===== config.mk =====
export PLATFORM = sky130hd
export DESIGN_NAME = pcc_pipe_ctrl
export DESIGN_NICKNAME = d
export VERILOG_FILES = /design/src/pcc_pkg.sv /design/src/pcc_det_if.sv /design/src/pcc_rxdet_seq.sv /design/src/pcc_pipe_ctrl.sv
export SDC_FILE = /design/constraint.sdc
export NUM_CORES = 1
export LEC_CHECK = 0
export BUFFER_PORTS_ARGS = -buffer_cell sky130_fd_sc_hd__buf_2
export CAP_MARGIN = 20
export CORE_MARGIN = 8
export CORE_UTILIZATION = 43
export DETAILED_ROUTE_END_ITERATION = 10
export GPL_TIMING_DRIVEN = 0
export PLACE_DENSITY = 0.68
export SYNTH_ARGS = -nofsm -noshare
export SYNTH_HDL_FRONTEND = slang
export SYNTH_SLANG_ARGS = --single-unit

===== constraint.sdc =====
create_clock -name CORE_CLK -period 2.3 [get_ports CORE_CLK]
set_input_delay 0.23 -clock CORE_CLK [delete_from_list [all_inputs] [get_ports CORE_CLK]]
set_output_delay 0.23 -clock CORE_CLK [all_outputs]
set_load 0.1 [all_outputs]

===== src/pcc_pkg.sv =====
// Purpose: shared constants and types of the pipe control block
// Assumes: CORE_CLK at 100 MHz, APB register access, 32-bit data
// Notes:   one word per register, printed offsets are byte addresses
`default_nettype none

package pcc_pkg;

  // ****************************************************************
  // register map
  // ****************************************************************
  localparam logic [7:0] REG_CTRL   = 8'h00;
  localparam logic [7:0] REG_STATUS = 8'h04;
  localparam logic [7:0] REG_ERR    = 8'h08;

  localparam int CTRL_LOOP_BIT    = 0;
  localparam int CTRL_SETTLE_LSB  = 8;
  localparam int STAT_PS_LSB      = 0;
  localparam int STAT_FOUND_BIT   = 2;
  localparam int STAT_PSBUSY_BIT  = 3;
  localparam int STAT_DETBUSY_BIT = 4;
  localparam int ERR_IDLE_BIT     = 0;
  localparam int ERR_REQ_BIT      = 1;

  localparam logic [7:0] SETTLE_RST = 8'h04;
  localparam logic       LOOP_RST   = 1'b1;

  // ****************************************************************
  // link codes
  // ****************************************************************
  typedef enum logic [1:0] {
    PS_P0  = 2'b00,
    PS_P0S = 2'b01,
    PS_P1  = 2'b10,
    PS_P2  = 2'b11
  } pcc_ps_type;

  localparam logic [2:0] STAT_OK       = 3'b000;
  localparam logic [2:0] STAT_RX_FOUND = 3'b011;
  localparam logic [2:0] STAT_RX_NONE  = 3'b001;

  // ****************************************************************
  // timing
  // ****************************************************************
  localparam int CLK_PERIOD_NS  = 10;
  localparam int IDLE_MIN_NS    = 20;
  localparam int IDLE_MIN_CYC   =
    (IDLE_MIN_NS + CLK_PERIOD_NS - 1) / CLK_PERIOD_NS;
  localparam int DET_TIMEOUT_NS = 10000;
  localparam int DET_TIMEOUT_CYC = DET_TIMEOUT_NS / CLK_PERIOD_NS;

endpackage : pcc_pkg

`default_nettype wire


===== src/pcc_det_if.sv =====
// Purpose: handshake between control logic and detect sequencer
// Assumes: single clock domain
// Notes:   start is a one-cycle pulse, done a one-cycle pulse
`default_nettype none

interface pcc_det_if;
  logic start;
  logic busy;
  logic done;
  logic found;

  modport ctrl (output start, input busy, input done, input found);
  modport seq  (input start, output busy, output done, output found);
endinterface : pcc_det_if

`default_nettype wire


===== src/pcc_rxdet_seq.sv =====
// Purpose: runs one receiver detect sequence on the analog circuit
// Assumes: analog result inputs synchronous to CORE_CLK
// Notes:   a missing answer ends as not found after a timeout
`default_nettype none

module pcc_rxdet_seq
  import pcc_pkg::*;
#(
  parameter int TIMEOUT_CYC = pcc_pkg::DET_TIMEOUT_CYC
)(
  // clock and reset
  input  wire logic CORE_CLK,
  input  wire logic RST_B,
  // control side
  pcc_det_if.seq    det,
  // analog detect circuit
  output logic      RXDET_CMD,
  input  wire logic RXDET_DONE,
  input  wire logic RXDET_FOUND
);

  typedef enum logic {SQ_IDLE, SQ_RUN} pcc_sq_type;

  typedef struct packed {
    pcc_sq_type  st;
    logic [15:0] cnt;
    logic        cmd;
    logic        done;
    logic        found;
  } pcc_seq_type;

  localparam pcc_seq_type SEQ_RST = '{SQ_IDLE, 16'h0000, 1'b0, 1'b0,
                                      1'b0};

  pcc_seq_type s;
  pcc_seq_type next_s;

  initial
  begin
    if (TIMEOUT_CYC < 1 || TIMEOUT_CYC > 65535)
      $error("pcc_rxdet_seq: TIMEOUT_CYC out of range");
  end

  always_comb
  begin
    next_s      = s;
    next_s.done = 1'b0;
    unique case (s.st)
      SQ_IDLE:
      begin
        if (det.start)
        begin
          next_s.st  = SQ_RUN;
          next_s.cmd = 1'b1;
          next_s.cnt = 16'(TIMEOUT_CYC - 1);
        end
      end
      SQ_RUN:
      begin
        // a silent analog circuit must not hang the link training
        if (RXDET_DONE || s.cnt == 16'h0000)
        begin
          next_s.st    = SQ_IDLE;
          next_s.cmd   = 1'b0;
          next_s.done  = 1'b1;
          next_s.found = RXDET_DONE & RXDET_FOUND;
        end
        else
          next_s.cnt = s.cnt - 16'h0001;
      end
    endcase
  end

  always_ff @(posedge CORE_CLK or negedge RST_B)
  begin
    if (!RST_B)
      s <= SEQ_RST;
    else
      s <= next_s;
  end

  assign RXDET_CMD  = s.cmd;
  assign det.busy   = (s.st == SQ_RUN);
  assign det.done   = s.done;
  assign det.found  = s.found;
endmodule : pcc_rxdet_seq

`default_nettype wire


===== src/pcc_pipe_ctrl.sv =====
// Purpose: phy-side power, idle, detect and disparity control
// Assumes: pipe inputs synchronous to CORE_CLK, APB3 slave, no wait
// Notes:   transmit data and its disparity flag pass one flop stage
//
// Local design decisions: the APB slave port and the register addresses.
`default_nettype none

module pcc_pipe_ctrl
  import pcc_pkg::*;
#(
  parameter int DATA_W      = 16,
  parameter int TIMEOUT_CYC = pcc_pkg::DET_TIMEOUT_CYC
)(
  // clock and reset
  input  wire logic              CORE_CLK,
  input  wire logic              RST_B,
  // apb slave
  input  wire logic              PSEL,
  input  wire logic              PENABLE,
  input  wire logic              PWRITE,
  input  wire logic [7:0]        PADDR,
  input  wire logic [31:0]       PWDATA,
  output logic      [31:0]       PRDATA,
  output logic                   PREADY,
  output logic                   PSLVERR,
  // pipe requests from link controller
  input  wire pcc_pkg::pcc_ps_type POWER_STATE_REQ,
  input  wire logic              FORCE_TX_IDLE,
  input  wire logic              DETECT_RX_OR_LOOPBACK_REQ,
  input  wire logic              FORCE_NEG_DISPARITY,
  input  wire logic [DATA_W-1:0] TX_DATA,
  // pipe answers to link controller
  output logic                   PHY_OP_DONE,
  output logic      [2:0]        RX_STATUS_CODE,
  // transmit datapath controls
  output logic      [DATA_W-1:0] TX_DATA_OUT,
  output logic                   TX_NEG_DISP,
  output logic                   TX_ELEC_IDLE,
  output logic                   TX_BEACON,
  output logic                   LOOPBACK_EN,
  // analog detect circuit
  output logic                   RXDET_CMD,
  input  wire logic              RXDET_DONE,
  input  wire logic              RXDET_FOUND
);

  initial
  begin
    if (DATA_W != 8 && DATA_W != 16)
      $error("pcc_pipe_ctrl: DATA_W must be 8 or 16");
    if (IDLE_MIN_CYC < 1 || IDLE_MIN_CYC > 15)
      $error("pcc_pipe_ctrl: idle hold does not fit its counter");
  end

  // ****************************************************************
  // state
  // ****************************************************************
  typedef struct packed {
    pcc_ps_type        cur;
    pcc_ps_type        tgt;
    logic              ps_busy;
    logic [7:0]        settle_cnt;
    logic              idle;
    logic [3:0]        idle_cnt;
    logic              det_req_q;
    logic              det_start;
    logic              last_found;
    logic              done;
    logic [2:0]        status;
    logic              loopback;
    logic              beacon;
    logic [DATA_W-1:0] data;
    logic              neg_disp;
    logic [7:0]        settle;
    logic              loop_allow;
    logic [1:0]        err;
    logic              pready;
    logic              pslverr;
    logic [31:0]       prdata;
  } pcc_st_type;

  localparam pcc_st_type ST_RST = '{
    cur: PS_P1, tgt: PS_P1, ps_busy: 1'b0, settle_cnt: 8'h00,
    idle: 1'b1, idle_cnt: 4'h0, det_req_q: 1'b0, det_start: 1'b0,
    last_found: 1'b0, done: 1'b0, status: STAT_OK, loopback: 1'b0,
    beacon: 1'b0, data: '0, neg_disp: 1'b0, settle: SETTLE_RST,
    loop_allow: LOOP_RST, err: 2'b00, pready: 1'b0, pslverr: 1'b0,
    prdata: 32'h0000_0000};

  localparam logic [3:0] IDLE_HOLD = 4'(IDLE_MIN_CYC - 1);

  pcc_st_type s;
  pcc_st_type next_s;

  pcc_det_if det ();

  // ****************************************************************
  // receiver detect sequencer
  // ****************************************************************
  pcc_rxdet_seq #(
    .TIMEOUT_CYC (TIMEOUT_CYC)
  ) u_rxdet (
    .CORE_CLK    (CORE_CLK),
    .RST_B       (RST_B),
    .det         (det.seq),
    .RXDET_CMD   (RXDET_CMD),
    .RXDET_DONE  (RXDET_DONE),
    .RXDET_FOUND (RXDET_FOUND)
  );

  assign det.start = s.det_start;

  // ****************************************************************
  // register decode
  // ****************************************************************
  function automatic logic is_mapped(input logic [7:0] a);
    return a == REG_CTRL || a == REG_STATUS || a == REG_ERR;
  endfunction

  function automatic logic [31:0] rd_word(input logic [7:0] a,
                                          input pcc_st_type st,
                                          input logic det_busy);
    logic [31:0] w;
    w = 32'h0000_0000;
    unique case (a)
      REG_CTRL:
      begin
        w[CTRL_LOOP_BIT] = st.loop_allow;
        w[CTRL_SETTLE_LSB +: 8] = st.settle;
      end
      REG_STATUS:
      begin
        w[STAT_PS_LSB +: 2]   = st.cur;
        w[STAT_FOUND_BIT]     = st.last_found;
        w[STAT_PSBUSY_BIT]    = st.ps_busy;
        w[STAT_DETBUSY_BIT]   = det_busy;
      end
      REG_ERR:
        w[1:0] = st.err;
      default:
        w = 32'h0000_0000;
    endcase
    return w;
  endfunction

  // ****************************************************************
  // next state
  // ****************************************************************
  logic want_idle;
  logic setup;
  logic access;
  logic wr_err;
  logic [1:0] err_set;

  always_comb
  begin
    next_s           = s;
    next_s.done      = 1'b0;
    next_s.status    = STAT_OK;
    next_s.det_start = 1'b0;

    // P0s and P1 force the transmitter idle, P0 and P2 follow FORCE_TX_IDLE
    unique case (s.cur)
      PS_P0:  want_idle = FORCE_TX_IDLE;
      PS_P0S: want_idle = 1'b1;
      PS_P1:  want_idle = 1'b1;
      PS_P2:  want_idle = FORCE_TX_IDLE;
    endcase

    // hold idle long enough to meet the minimum residency
    next_s.idle = want_idle | (s.idle & (s.idle_cnt != 4'h0));
    if (!s.idle)
      next_s.idle_cnt = IDLE_HOLD;
    else if (s.idle_cnt != 4'h0)
      next_s.idle_cnt = s.idle_cnt - 4'h1;

    next_s.beacon   = (s.cur == PS_P2) & ~FORCE_TX_IDLE;
    next_s.loopback = (s.cur == PS_P0) & DETECT_RX_OR_LOOPBACK_REQ
                      & s.loop_allow;

    // data and its disparity flag stay aligned through one stage
    next_s.data     = TX_DATA;
    next_s.neg_disp = FORCE_NEG_DISPARITY;

    // power state change
    if (!s.ps_busy)
    begin
      if (POWER_STATE_REQ != s.cur && !det.busy && !s.det_start)
      begin
        next_s.ps_busy    = 1'b1;
        next_s.tgt        = POWER_STATE_REQ;
        next_s.settle_cnt = s.settle;
      end
    end
    else if (s.settle_cnt == 8'h00)
    begin
      next_s.cur     = s.tgt;
      next_s.ps_busy = 1'b0;
      next_s.done    = 1'b1;
    end
    else
      next_s.settle_cnt = s.settle_cnt - 8'h01;

    // detect start on the request edge, only settled in P1
    next_s.det_req_q = DETECT_RX_OR_LOOPBACK_REQ;
    if (s.cur == PS_P1 && !s.ps_busy && !det.busy && !s.det_start
        && DETECT_RX_OR_LOOPBACK_REQ && !s.det_req_q
        // a move and a detect must never start in one cycle
        && POWER_STATE_REQ == PS_P1)
      next_s.det_start = 1'b1;

    if (det.done)
    begin
      next_s.done       = 1'b1;
      next_s.last_found = det.found;
      if (det.found)
        next_s.status = STAT_RX_FOUND;
      else
        next_s.status = STAT_RX_NONE;
    end

    // apb: answer in the cycle after setup, never stalls
    setup          = PSEL & ~PENABLE;
    access         = PSEL & PENABLE & s.pready;
    next_s.pready  = setup;
    next_s.pslverr = setup & ~is_mapped(PADDR);
    next_s.prdata  = (setup && !PWRITE) ?
                     rd_word(PADDR, s, det.busy) : 32'h0000_0000;
    wr_err = access & PWRITE & (PADDR == REG_ERR);
    if (access && PWRITE && PADDR == REG_CTRL)
    begin
      next_s.loop_allow = PWDATA[CTRL_LOOP_BIT];
      next_s.settle     = PWDATA[CTRL_SETTLE_LSB +: 8];
    end

    // sticky flags: a new event beats a clear in the same cycle
    err_set[ERR_IDLE_BIT] = ~s.ps_busy & ~FORCE_TX_IDLE &
                            (s.cur == PS_P0S || s.cur == PS_P1);
    err_set[ERR_REQ_BIT]  = s.ps_busy & (POWER_STATE_REQ != s.tgt);
    next_s.err = (s.err & ~(wr_err ? PWDATA[1:0] : 2'b00)) | err_set;
  end

  always_ff @(posedge CORE_CLK or negedge RST_B)
  begin
    if (!RST_B)
      s <= ST_RST;
    else
      s <= next_s;
  end

  // ****************************************************************
  // outputs
  // ****************************************************************
  assign PRDATA         = s.prdata;
  assign PREADY         = s.pready;
  assign PSLVERR        = s.pslverr;
  assign PHY_OP_DONE    = s.done;
  assign RX_STATUS_CODE = s.status;
  assign TX_DATA_OUT    = s.data;
  assign TX_NEG_DISP    = s.neg_disp;
  assign TX_ELEC_IDLE   = s.idle;
  assign TX_BEACON      = s.beacon;
  assign LOOPBACK_EN    = s.loopback;
endmodule : pcc_pipe_ctrl

`default_nettype wire


==> results of run 1 <==
flip-flops by register name (all words and copies together) (netlist names), 2 cells and up:
| register | cells |
|---|---|
| s | 30 |
| RX_STATUS_CODE | 2 |
| u_rxdet.s | 16 |
| PRDATA | 13 |
| TX_DATA_OUT | 16 |
layer usage:
metal | track usage | vias up | wire length (µm) | part of all wire
li1 | - | 1560 | - | -
met1 | 0.186 | 1540 | 4200 | 0.45
met2 | 0.237 | 90 | 4360 | 0.47
met3 | 0.0401 | 16 | 609 | 0.065
met4 | 0.0536 | 0 | 144 | 0.015
met5 | 0 | - | 0 | 0
worst max-delay path, cell delays in order (launching register included):
cell and delay [ps]:
dfrtp_1 410, inv_1 110, ha_1 230, or3b_2 510
nor4_4 330, a21oi_1 120, a311o_1 320
timing repair:
action,in CTS,in global routing
hold endpoints to repair,44,0
setup endpoints to repair,1,5
hold buffers,18,0
gates cloned,0,0
gates resized for setup,1,4
power groups by stage:
stage / logic (W) / registers [W] / clock network (W)
2_1_floorplan: 0.00112 / 0.00215 / 0
3_3_place_gp: 0.00146 / 0.00210 / 0
3_5_place_dp: 0.00151 / 0.00211 / 0
4_1_cts: 0.00154 / 0.00208 / 0.00123
5_1_grt: 0.00172 / 0.00213 / 0.00128
6_report: 0.00155 / 0.00208 / 0.00120
how the worst max path moves through the flow:
stage / startpoint / end
6_report: u_rxdet.s[3] / u_rxdet.s[15]
3_3_place_gp: u_rxdet.s[3] / u_rxdet.s[15]
2_1_floorplan: PREADY / s[37]
5_1_grt: u_rxdet.s[3] / u_rxdet.s[15]
3_5_place_dp: u_rxdet.s[3] / u_rxdet.s[15]
4_1_cts: u_rxdet.s[3] / u_rxdet.s[5]
cells by family after synthesis:
logic type / after synthesis / share of synthesized area
buffers and inverters: 75 / 0.111
adders and majority gates: 8 / 0.0234
muxes: 22 / 0.0558
AOI/OAI and AO/OA: 50 / 0.0897
DFF: 89 / 0.521
other: 1 / 0.000876
and+or+nand+nor: 134 / 0.188
xor gates and xnor gates: 5 / 0.0102
stage by stage:
step                instances  utilization  setup slack (ps)
global route              655        0.556              10.5
CTS                       655        0.553              76.0
global placement          619        0.507              71.3
finish                    655        0.556               155
detailed placement        621        0.511             -24.5
floorplan                 403            -               164
cell type report:
cell class	instances	share of cell area
multi-input cells	239	0.311
inverters	16	0.0111
well taps	133	0.0307
plain buffers	59	0.0767
clock buffers	9	0.0229
clock inverters	7	0.0187
flip-flops and latches	89	0.413
repair buffers	103	0.116
Yosys cell counts, drive strengths merged (2+ instances only):
| cell | number | share of area |
|---|---|---|
| buf | 53 | 0.092 |
| a22o | 2 | 0.0041 |
| a21boi | 2 | 0.0035 |
| mux2 | 15 | 0.039 |
| and2 | 10 | 0.015 |
| nor3 | 8 | 0.0093 |
| nand2b | 6 | 0.0088 |
| nand2 | 13 | 0.011 |
| mux2i | 7 | 0.016 |
| o211a | 2 | 0.0047 |
| dfstp | 5 | 0.031 |
| nor2 | 23 | 0.020 |
| nor4b | 2 | 0.0041 |
| or2 | 5 | 0.0073 |
| a221o | 6 | 0.014 |
| nor3b | 4 | 0.0082 |
| nor4 | 12 | 0.023 |
| inv | 16 | 0.014 |
| nand3b | 2 | 0.0035 |
| a21oi | 11 | 0.015 |
| or3 | 4 | 0.0058 |
| xnor2 | 5 | 0.010 |
| ha | 8 | 0.023 |
| nor2b | 8 | 0.012 |
| a31oi | 4 | 0.0058 |
| a32o | 2 | 0.0047 |
| nand4 | 7 | 0.012 |
| o211ai | 2 | 0.0035 |
| o21ai | 6 | 0.0070 |
| or4 | 6 | 0.012 |
| and3 | 5 | 0.0073 |
| and4 | 2 | 0.0041 |
| nand3 | 13 | 0.015 |
| clkbuf | 6 | 0.0053 |
| dfrtp | 84 | 0.49 |
==> impl_results.md, run 1 <==
- PwrDens: 893 nW/µm²
- Max-slew headroom at the worst pin: 0.535
- Min Clock Period, post-route: 2150 ps
- Post-DP Area: 4970 µm²
- Critical-path maximum fanout: 5
- Sw frac: 0.369
- CTS clk-pin slew, worst paths: 90 ps
- I/O pin count: 127
- Largest net degree at the start of global routing: 62
- First-pass GRT wire length: 15.9 mm
- TritonCTS Buffers: 9
- Reg2reg end: u_rxdet.s[15]
- Gpl congestion: 0.876
- Initial drt markers: 73
- Reg2reg path depth: 6
- WP data arrival: 2390 ps
- Post-Route Setup TNS: 0 ps
- Number of nets with antenna violations after routing: 0
- RSZ-0062 raised after global routing: no
- Max Freq: 466 MHz
- Final max-slew violation count: 0
- Max-Cap Viols: 0
- Via count: 3206
- Hold slack final: 20.9 ps
- Hold endpoint: s[70]
- Top_reg_cell synth: dfrtp_1
- 1st-pass router iterations: 4
- Min-delay src: DETECT_RX_OR_LOOPBACK_REQ
- Congestion Overflow GR: 0
- Worst min-delay path category: primary input to flip-flop
- DRC viols: 0
- Hpwl dp: 6.83 mm
- Switching power: 0.00178 W
- Status: finished, final reports clean
- Setup Skew: 7.40 ps
- Post-synthesis sequential area ratio: 0.521
- CORE AREA: 9730 µm²
- Number of global-route vias before repair: 3359
- Site row count: 36
- Area of the mapped netlist: 4280 µm²
- Port bufs: 83
- Synth Instances: 384
- Ys Warns: 0
- Critical path capture point type: flip-flop
- Final hold violation count: 0
- Total power: 0.00484 W
- Post-CTS Setup Bufs: 0
- Crit path kind: flip-flop to flip-flop
- Sequential power share: 0.431
- GR Util All Layers: 0.147
- FF-to-FF Start: u_rxdet.s[3]
- Final net count: 593
- Final setup violating endpoints: 0
- Max IR drop VDD: 564 µV
- Post-synth EDFFs: 0
- Vias/cell: 4.89
- Combinational fraction of design power: 0.321
- Seq cells post-synth: 89
- Period utilisation layout: 0.933
- Design Area, Final: 5410 µm²
- Clock sinks: 89
- Syn Area/Cell: 11.2 µm²
- CTS Root Cell: clkbuf_8
- Crit path required time: 2540 ps
- CTS tree: yes
- Reg2Reg Setup Slack: 150 ps
- Total of fill cells in the finished design: 894
- Routed WL per cell: 14.2 µm
- Yosys cell types: 60
- Pleak: 2.65 nW
- Commonest non-fill, non-tap cell in the layout: buf_2
- P&R area growth vs syn: 26.4%
- Initial Utilization: 0.440
- Post-synth ARST share: 1.00
- Worst Tran Pin Value: 691 ps
- Register Area: 2230 µm²
- Die height: 116 µm
- Antenna violations before repair: 0
- Depth of the worst hold-timing path: 1
- Die ar.: 13400 µm²
- Int Pwr: 0.00305 W
- Multi-input logic area: 1680 µm²
- Highest-count cells in the layout ignoring fill and taps: buf_2 (85), dfrtp_1 (84), buf_4 (52), nor2_1 (23), conb_1 (20)
- CP Launch Type: flip-flop
- Clk_lat worst skew: 350 ps
- Die extent in x: 116 µm
- WL final: 9.31 mm
- Clk pwr share: 0.248
- CTS Buffer Depth: 2
- Fraction of layout cells with a size suffix above 1: 0.372
- Htree depth: 3
- Diode count: 0
Power figures use the tool's default switching activity.
==> inputs of run 2 (changes only) <==
--- a/config.mk
+++ b/config.mk
@@ -11,7 +11,8 @@
 export CORE_UTILIZATION = 43
 export DETAILED_ROUTE_END_ITERATION = 10
 export GPL_TIMING_DRIVEN = 0
-export PLACE_DENSITY = 0.68
+export PLACE_DENSITY = 0.69
 export SYNTH_ARGS = -nofsm -noshare
 export SYNTH_HDL_FRONTEND = slang
+export SYNTH_HIERARCHICAL = 1
 export SYNTH_SLANG_ARGS = --single-unit
==> run 2 against run 1 <==
Sequential share of layout area rose by 1.7 points. Non-clock buffer count fell by 3. Clock skew rose by 1.0 ps. Setup slack improved by 100 ps. Highest routed layer unchanged. Register-to-register slack improved by 100 ps. Total power decreased by 30%. Maximum frequency increased by 5.1%. Cell count down 3.7%.
==> impl_results.md, run 2 <==
- Status: finished, final reports clean
- Post-synth ARST share: 1.00
- Period utilisation layout: 0.887
- Post-Route Setup TNS: 0 ps
- Post-synthesis sequential area ratio: 0.541
- Congestion Overflow GR: 0
- CTS Buffer Depth: 2
- Worst Tran Pin Value: 653 ps
- Critical-path maximum fanout: 6
- CTS Root Cell: clkbuf_8
- PwrDens: 654 nW/µm²
- Syn Area/Cell: 11.3 µm²
- I/O pin count: 127
- Top_reg_cell synth: dfrtp_1
- WL final: 9.26 mm
- Hpwl dp: 6.83 mm
- Worst min-delay path category: primary input to flip-flop
- GR Util All Layers: 0.148
- Routed WL per cell: 14.7 µm
- Crit path kind: flip-flop to flip-flop
- Largest cells by area after synthesis: dfrtp_1 (51%), buf_4 (9.3%), mux2_2 (3.3%)
- Reg with most FFs: s
- Post-synth EDFFs: 0
- Final hold violation count: 0
- Metal3 WL: 581 µm
- Max-Cap Viols: 0
- CTS tree: yes
- Number of nets with antenna violations after routing: 0
- Count leader, synth: dfrtp_1
- Hold slack final: 73.3 ps
- Antenna violations before repair: 0
- 1st-pass router iterations: 4
- First-pass GRT wire length: 15.2 mm
- Combinational fraction of design power: 0.207
- Htree depth: 3
- Gpl congestion: 0.838
- Via count: 3004
- Int Pwr: 0.00226 W
- WP data arrival: 2330 ps
- Port bufs: 82
- Commonest non-fill, non-tap cell in the layout: dfrtp_1
- CORE AREA: 9280 µm²
- Vias/cell: 4.76
- Fraction of layout cells with a size suffix above 1: 0.367
- Switching power: 0.00114 W
- Min Clock Period, post-route: 2040 ps
- Top layer reached by signal wires: met4
- Max IR drop VDD: 500 µV
- Die extent in x: 114 µm
- Max-slew headroom at the worst pin: 0.562
- TritonCTS Buffers: 9
- Setup Skew: 8.42 ps
- Final net count: 573
- Largest net degree at the start of global routing: 47
- Number of global-route vias before repair: 2986
- Diode count: 0
- Clk_lat worst skew: 360 ps
- Worst slack at placement: 50.5 ps
- Site row count: 35
- Pleak: 2.56 nW
- Seq cells post-synth: 89
- Die ar.: 13000 µm²
- Crit path required time: 2590 ps
- Top cell type's share of synthesized area: 0.509
- Initial drt markers: 213
- Yosys cell types: 58
- Sw frac: 0.334
- Yosys top cell by area: dfrtp_1
- Largest register FFs: 30
- CTS clk-pin slew, worst paths: 90 ps
- P&R area growth vs syn: 25.9%
- Clk pwr share: 0.297
- Highest-count cells in the layout ignoring fill and taps: dfrtp_1 (84), buf_2 (82), buf_4 (52), nand2_1 (24), conb_1 (20)
- Die height: 114 µm
- Synth cell count leaders: dfrtp_1 (84), buf_4 (51), nand2_1 (24)
- Total of fill cells in the finished design: 829
- Critical path capture point type: flip-flop
- Synth Instances: 365
- Clock sinks: 89
- Met2 WL: 4.35 mm
- Sequential power share: 0.496
- Initial Utilization: 0.445
- DRC viols: 0
- CP Launch Type: flip-flop
- Met1 Wirelength: 4.15 mm
- RSZ-0062 raised after global routing: no
- Setup WS post-layout: 259 ps
- Max Freq: 490 MHz
- Ys Warns: 6
- Final max-slew violation count: 0
- Area of the mapped netlist: 4130 µm²
- Final setup violating endpoints: 0
- Post-CTS Setup Bufs: 0
run 2: cell count changes after synthesis, moves of 5 or more:
cell	before	now
nand2_1	13	24
nor2_1	23	15
a221o_1	6	1
inv_1	16	11
nand3_1	13	8
run 2: path summary, 6_finish.rpt:
path	cells past startpoint	slack, ps	from	endpoint
max in group asynchronous	3	1230	RST_B	s[39]
setup / recovery	4	260	u_rxdet/s[9]	u_rxdet/s[18]
setup reg to reg	4	260	u_rxdet/s[9]	u_rxdet/s[18]
hold / removal	2	70	FORCE_TX_IDLE	TX_BEACON
hold reg to reg	0	430	u_rxdet/det.done	RX_STATUS_CODE[0]
min in group asynchronous	2	400	RST_B	u_rxdet/RXDET_CMD
run 2: cell type report:
class,count,area (µm²),share of cell area
repair buffers,102,631,0.121
clock inverters,7,62.6,0.0120
inverters,11,41.3,0.00795
plain buffers,57,423,0.0814
clock buffers,9,124,0.0238
multi-input cells,227,1520,0.293
flip-flops and latches,89,2230,0.430
well taps,129,161,0.0311
run 2: worst max-delay path, stage by stage, from the launching register on:
cell	delay, ps
dfrtp_1	450
or4_4	600
or3_1	380
or4_1	400
a21oi_1	150
run 2: cell families after synthesis:
logic type	share of synthesized area
compound gates	0.0870
xor+xnor	0.0106
fa+ha+maj	0.0243
buf+inv	0.112
flops	0.541
mux	0.0449
other cells	0.000908
simple gates	0.179
run 2: metal layers:
metal	up-vias	GRT usage
li1	1490	-
met1	1412	0.189
met2	90	0.229
met3	12	0.0375
met4	0	0.0674
met5	-	0
run 2: power by group through the flow:
| stage | Sequential, W | Clock (W) | Combinational (W) |
|---|---|---|---|
| after detailed placement | 0.00172 | 0 | 0.000679 |
| after global placement | 0.00172 | 0 | 0.000652 |
| after floorplan | 0.00177 | 0 | 0.000475 |
| after CTS | 0.00169 | 0.00104 | 0.000706 |
| after global routing | 0.00170 | 0.00111 | 0.000761 |
| final | 0.00169 | 0.00101 | 0.000703 |
run 2: per-stage QoR:
stage | total power [W] | utilization | instance area, µm² | instances
floorplan | 0.00225 | - | 4200 | 384
global placement | 0.00237 | 0.514 | 4770 | 595
detailed placement | 0.00240 | 0.517 | 4800 | 596
CTS | 0.00343 | 0.558 | 5180 | 631
global route | 0.00357 | 0.560 | 5200 | 631
finish | 0.00340 | 0.560 | 5200 | 631
run 2: what timing repair did:
item / in CTS / in global routing
hold buffers: 19 / 0
resized for setup: 0 / 3
hold endpoints to repair: 60 / 0
setup endpoints to repair: 0 / 3
==> inputs of run 3 (changes only) <==
--- a/config.mk
+++ b/config.mk
@@ -11,7 +11,7 @@
 export CORE_UTILIZATION = 43
 export DETAILED_ROUTE_END_ITERATION = 10
 export GPL_TIMING_DRIVEN = 0
-export PLACE_DENSITY = 0.69
+export PLACE_DENSITY_LB_ADDON = 0.3
 export SYNTH_ARGS = -nofsm -noshare
 export SYNTH_HDL_FRONTEND = slang
 export SYNTH_HIERARCHICAL = 1
==> run 3 against run 2 <==
Cell area decreased by 0.12%. Hold slack worse by 55 ps. Routed wire length shrank 0.59%. Clock skew up 3.7 ps. Die area unchanged. Critical path depth grew 2. Sequential share of layout area is 0.052 points higher. Non-clock buffer count fell by 1. Cell count shrank 0.16%. Setup slack worse by 31 ps.
==> impl_results.md, run 3 (synthesized netlist as in run 2, its figures left out) <==
- GR Util All Layers: 0.145
- Clock sinks: 89
- PwrDens: 658 nW/µm²
- Initial drt markers: 126
- Critical-path top delay cell: or3b_2
- Max-slew headroom at the worst pin: 0.554
- Crit path kind: flip-flop to flip-flop
- Number of nets with antenna violations after routing: 0
- Clk pwr share: 0.301
- Worst Tran Pin Value: 664 ps
- Gpl congestion: 0.829
- CORE AREA: 9280 µm²
- Diode count: 0
- Site row count: 35
- Crit-path cells: inv_1 -> ha_1 -> or3b_2 -> o21ai_1 -> nand2_1 -> o221ai_1
- Max IR drop VDD: 431 µV
- Min Clock Period, post-route: 2070 ps
- Initial Utilization: 0.445
- Sw frac: 0.335
- Final max-slew violation count: 0
- Die ar.: 13000 µm²
- Port bufs: 82
- Status: finished, final reports clean
- P&R area growth vs syn: 25.7%
- Largest net degree at the start of global routing: 75
- CTS Root Cell: clkbuf_8
- Combinational fraction of design power: 0.204
- Number of global-route vias before repair: 3202
- Htree depth: 3
- Period utilisation layout: 0.901
- Clk_lat worst skew: 360 ps
- Congestion Overflow GR: 0
- CTS clk-pin slew, worst paths: 90 ps
- RSZ-0062 raised after global routing: no
- Critical path capture point type: flip-flop
- Worst min-delay path category: primary input to flip-flop
- Crit path required time: 2570 ps
- Critical path's largest stage delay: 470 ps
- Final setup violating endpoints: 0
- Switching power: 0.00114 W
- Reg with most FFs: s
- First-pass GRT wire length: 15.2 mm
- Final net count: 572
- Top delay family on crit path: simple AND/OR/NAND/NOR gates
- CTS tree: yes
- Hpwl dp: 6.79 mm
- Setup Skew: 12.1 ps
- Int Pwr: 0.00227 W
- CP Buf/Inv Count: 1
- WL final: 9.21 mm
- Commonest non-fill, non-tap cell in the layout: dfrtp_1
- Pleak: 2.57 nW
- Via count: 3022
- Largest register FFs: 30
- Vias/cell: 4.80
- Die height: 114 µm
- Final hold violation count: 0
- Highest-count cells in the layout ignoring fill and taps: dfrtp_1 (84), buf_2 (82), buf_4 (52), nand2_1 (24), conb_1 (20)
- Critical-path maximum fanout: 7
- Fraction of layout cells with a size suffix above 1: 0.367
- Total of fill cells in the finished design: 817
- Routed WL per cell: 14.6 µm
- CTS Buffer Depth: 2
- CP Launch Type: flip-flop
- TritonCTS Buffers: 9
- Hold slack final: 18.7 ps
- 1st-pass router iterations: 5
- Post-Route Setup TNS: 0 ps
- WP data arrival: 2340 ps
- Max-Cap Viols: 0
- I/O pin count: 127
- Antenna violations before repair: 0
- Die extent in x: 114 µm
- Max Freq: 483 MHz
- DRC viols: 0
- Sequential power share: 0.494
## run 3: routing by layer
metal	vias up	wire length (µm)	GRT usage
li1	1492	-	-
met1	1420	4120	0.182
met2	99	4250	0.229
met3	11	697	0.0412
met4	0	136	0.0612
met5	-	0	0
## run 3: repair_timing
action	CTS	global route
setup buffers	0	0
hold buffers	18	0
endpoints found under the setup margin	0	3
hold endpoints to repair	32	0
resized for setup	0	3
## run 3: worst register-to-register path, stage by stage (launching register included)
cell      delay, ps
dfrtp_1         400
inv_1           110
ha_1            220
or3b_2          470
o21ai_1         390
nand2_1         170
o221ai_1        230
## run 3: layout make-up
type	count	area, µm²	share of cell area
buffer	57	423	0.0815
clock buffer	9	124	0.0239
clock inverter	7	66.3	0.0128
inverter	11	41.3	0.00796
multi-input combinational	227	1520	0.293
sequential	89	2230	0.430
tap	129	161	0.0311
timing repair buffer	101	621	0.120
## run 3: worst paths after layout
check	from	end	slack (ps)	cells past startpoint
worst max register to register	s[76]	s[77]	230	6
worst min register to register	u_rxdet/det.done	RX_STATUS_CODE[0]	430	0
worst min-delay path	DETECT_RX_OR_LOOPBACK_REQ	s[70]	20	1
worst max-delay path	s[76]	s[77]	230	6
max in group asynchronous	RST_B	TX_ELEC_IDLE	1380	3
min in group asynchronous	RST_B	TX_BEACON	270	2
## run 3: power groups by stage
| stage | Sequential (W) | Combinational (W) | Clock (W) |
|---|---|---|---|
| final | 0.00169 | 0.000698 | 0.00103 |
| after global routing | 0.00170 | 0.000752 | 0.00114 |
| after CTS | 0.00169 | 0.000704 | 0.00107 |
| after detailed placement | 0.00172 | 0.000679 | 0 |
| after global placement | 0.00171 | 0.000650 | 0 |
| after floorplan | 0.00177 | 0.000475 | 0 |
## run 3: through the flow
| step | total power [W] | instances | setup WS [ps] | utilization | area [µm²] |
|---|---|---|---|---|---|
| CTS | 0.00346 | 630 | 176 | 0.557 | 5170 |
| global placement | 0.00236 | 595 | 184 | 0.514 | 4770 |
| global route | 0.00359 | 630 | 88.0 | 0.559 | 5190 |
| floorplan | 0.00225 | 384 | 159 | - | 4200 |
| finish | 0.00342 | 630 | 228 | 0.559 | 5190 |
| detailed placement | 0.00240 | 596 | 185 | 0.517 | 4800 |
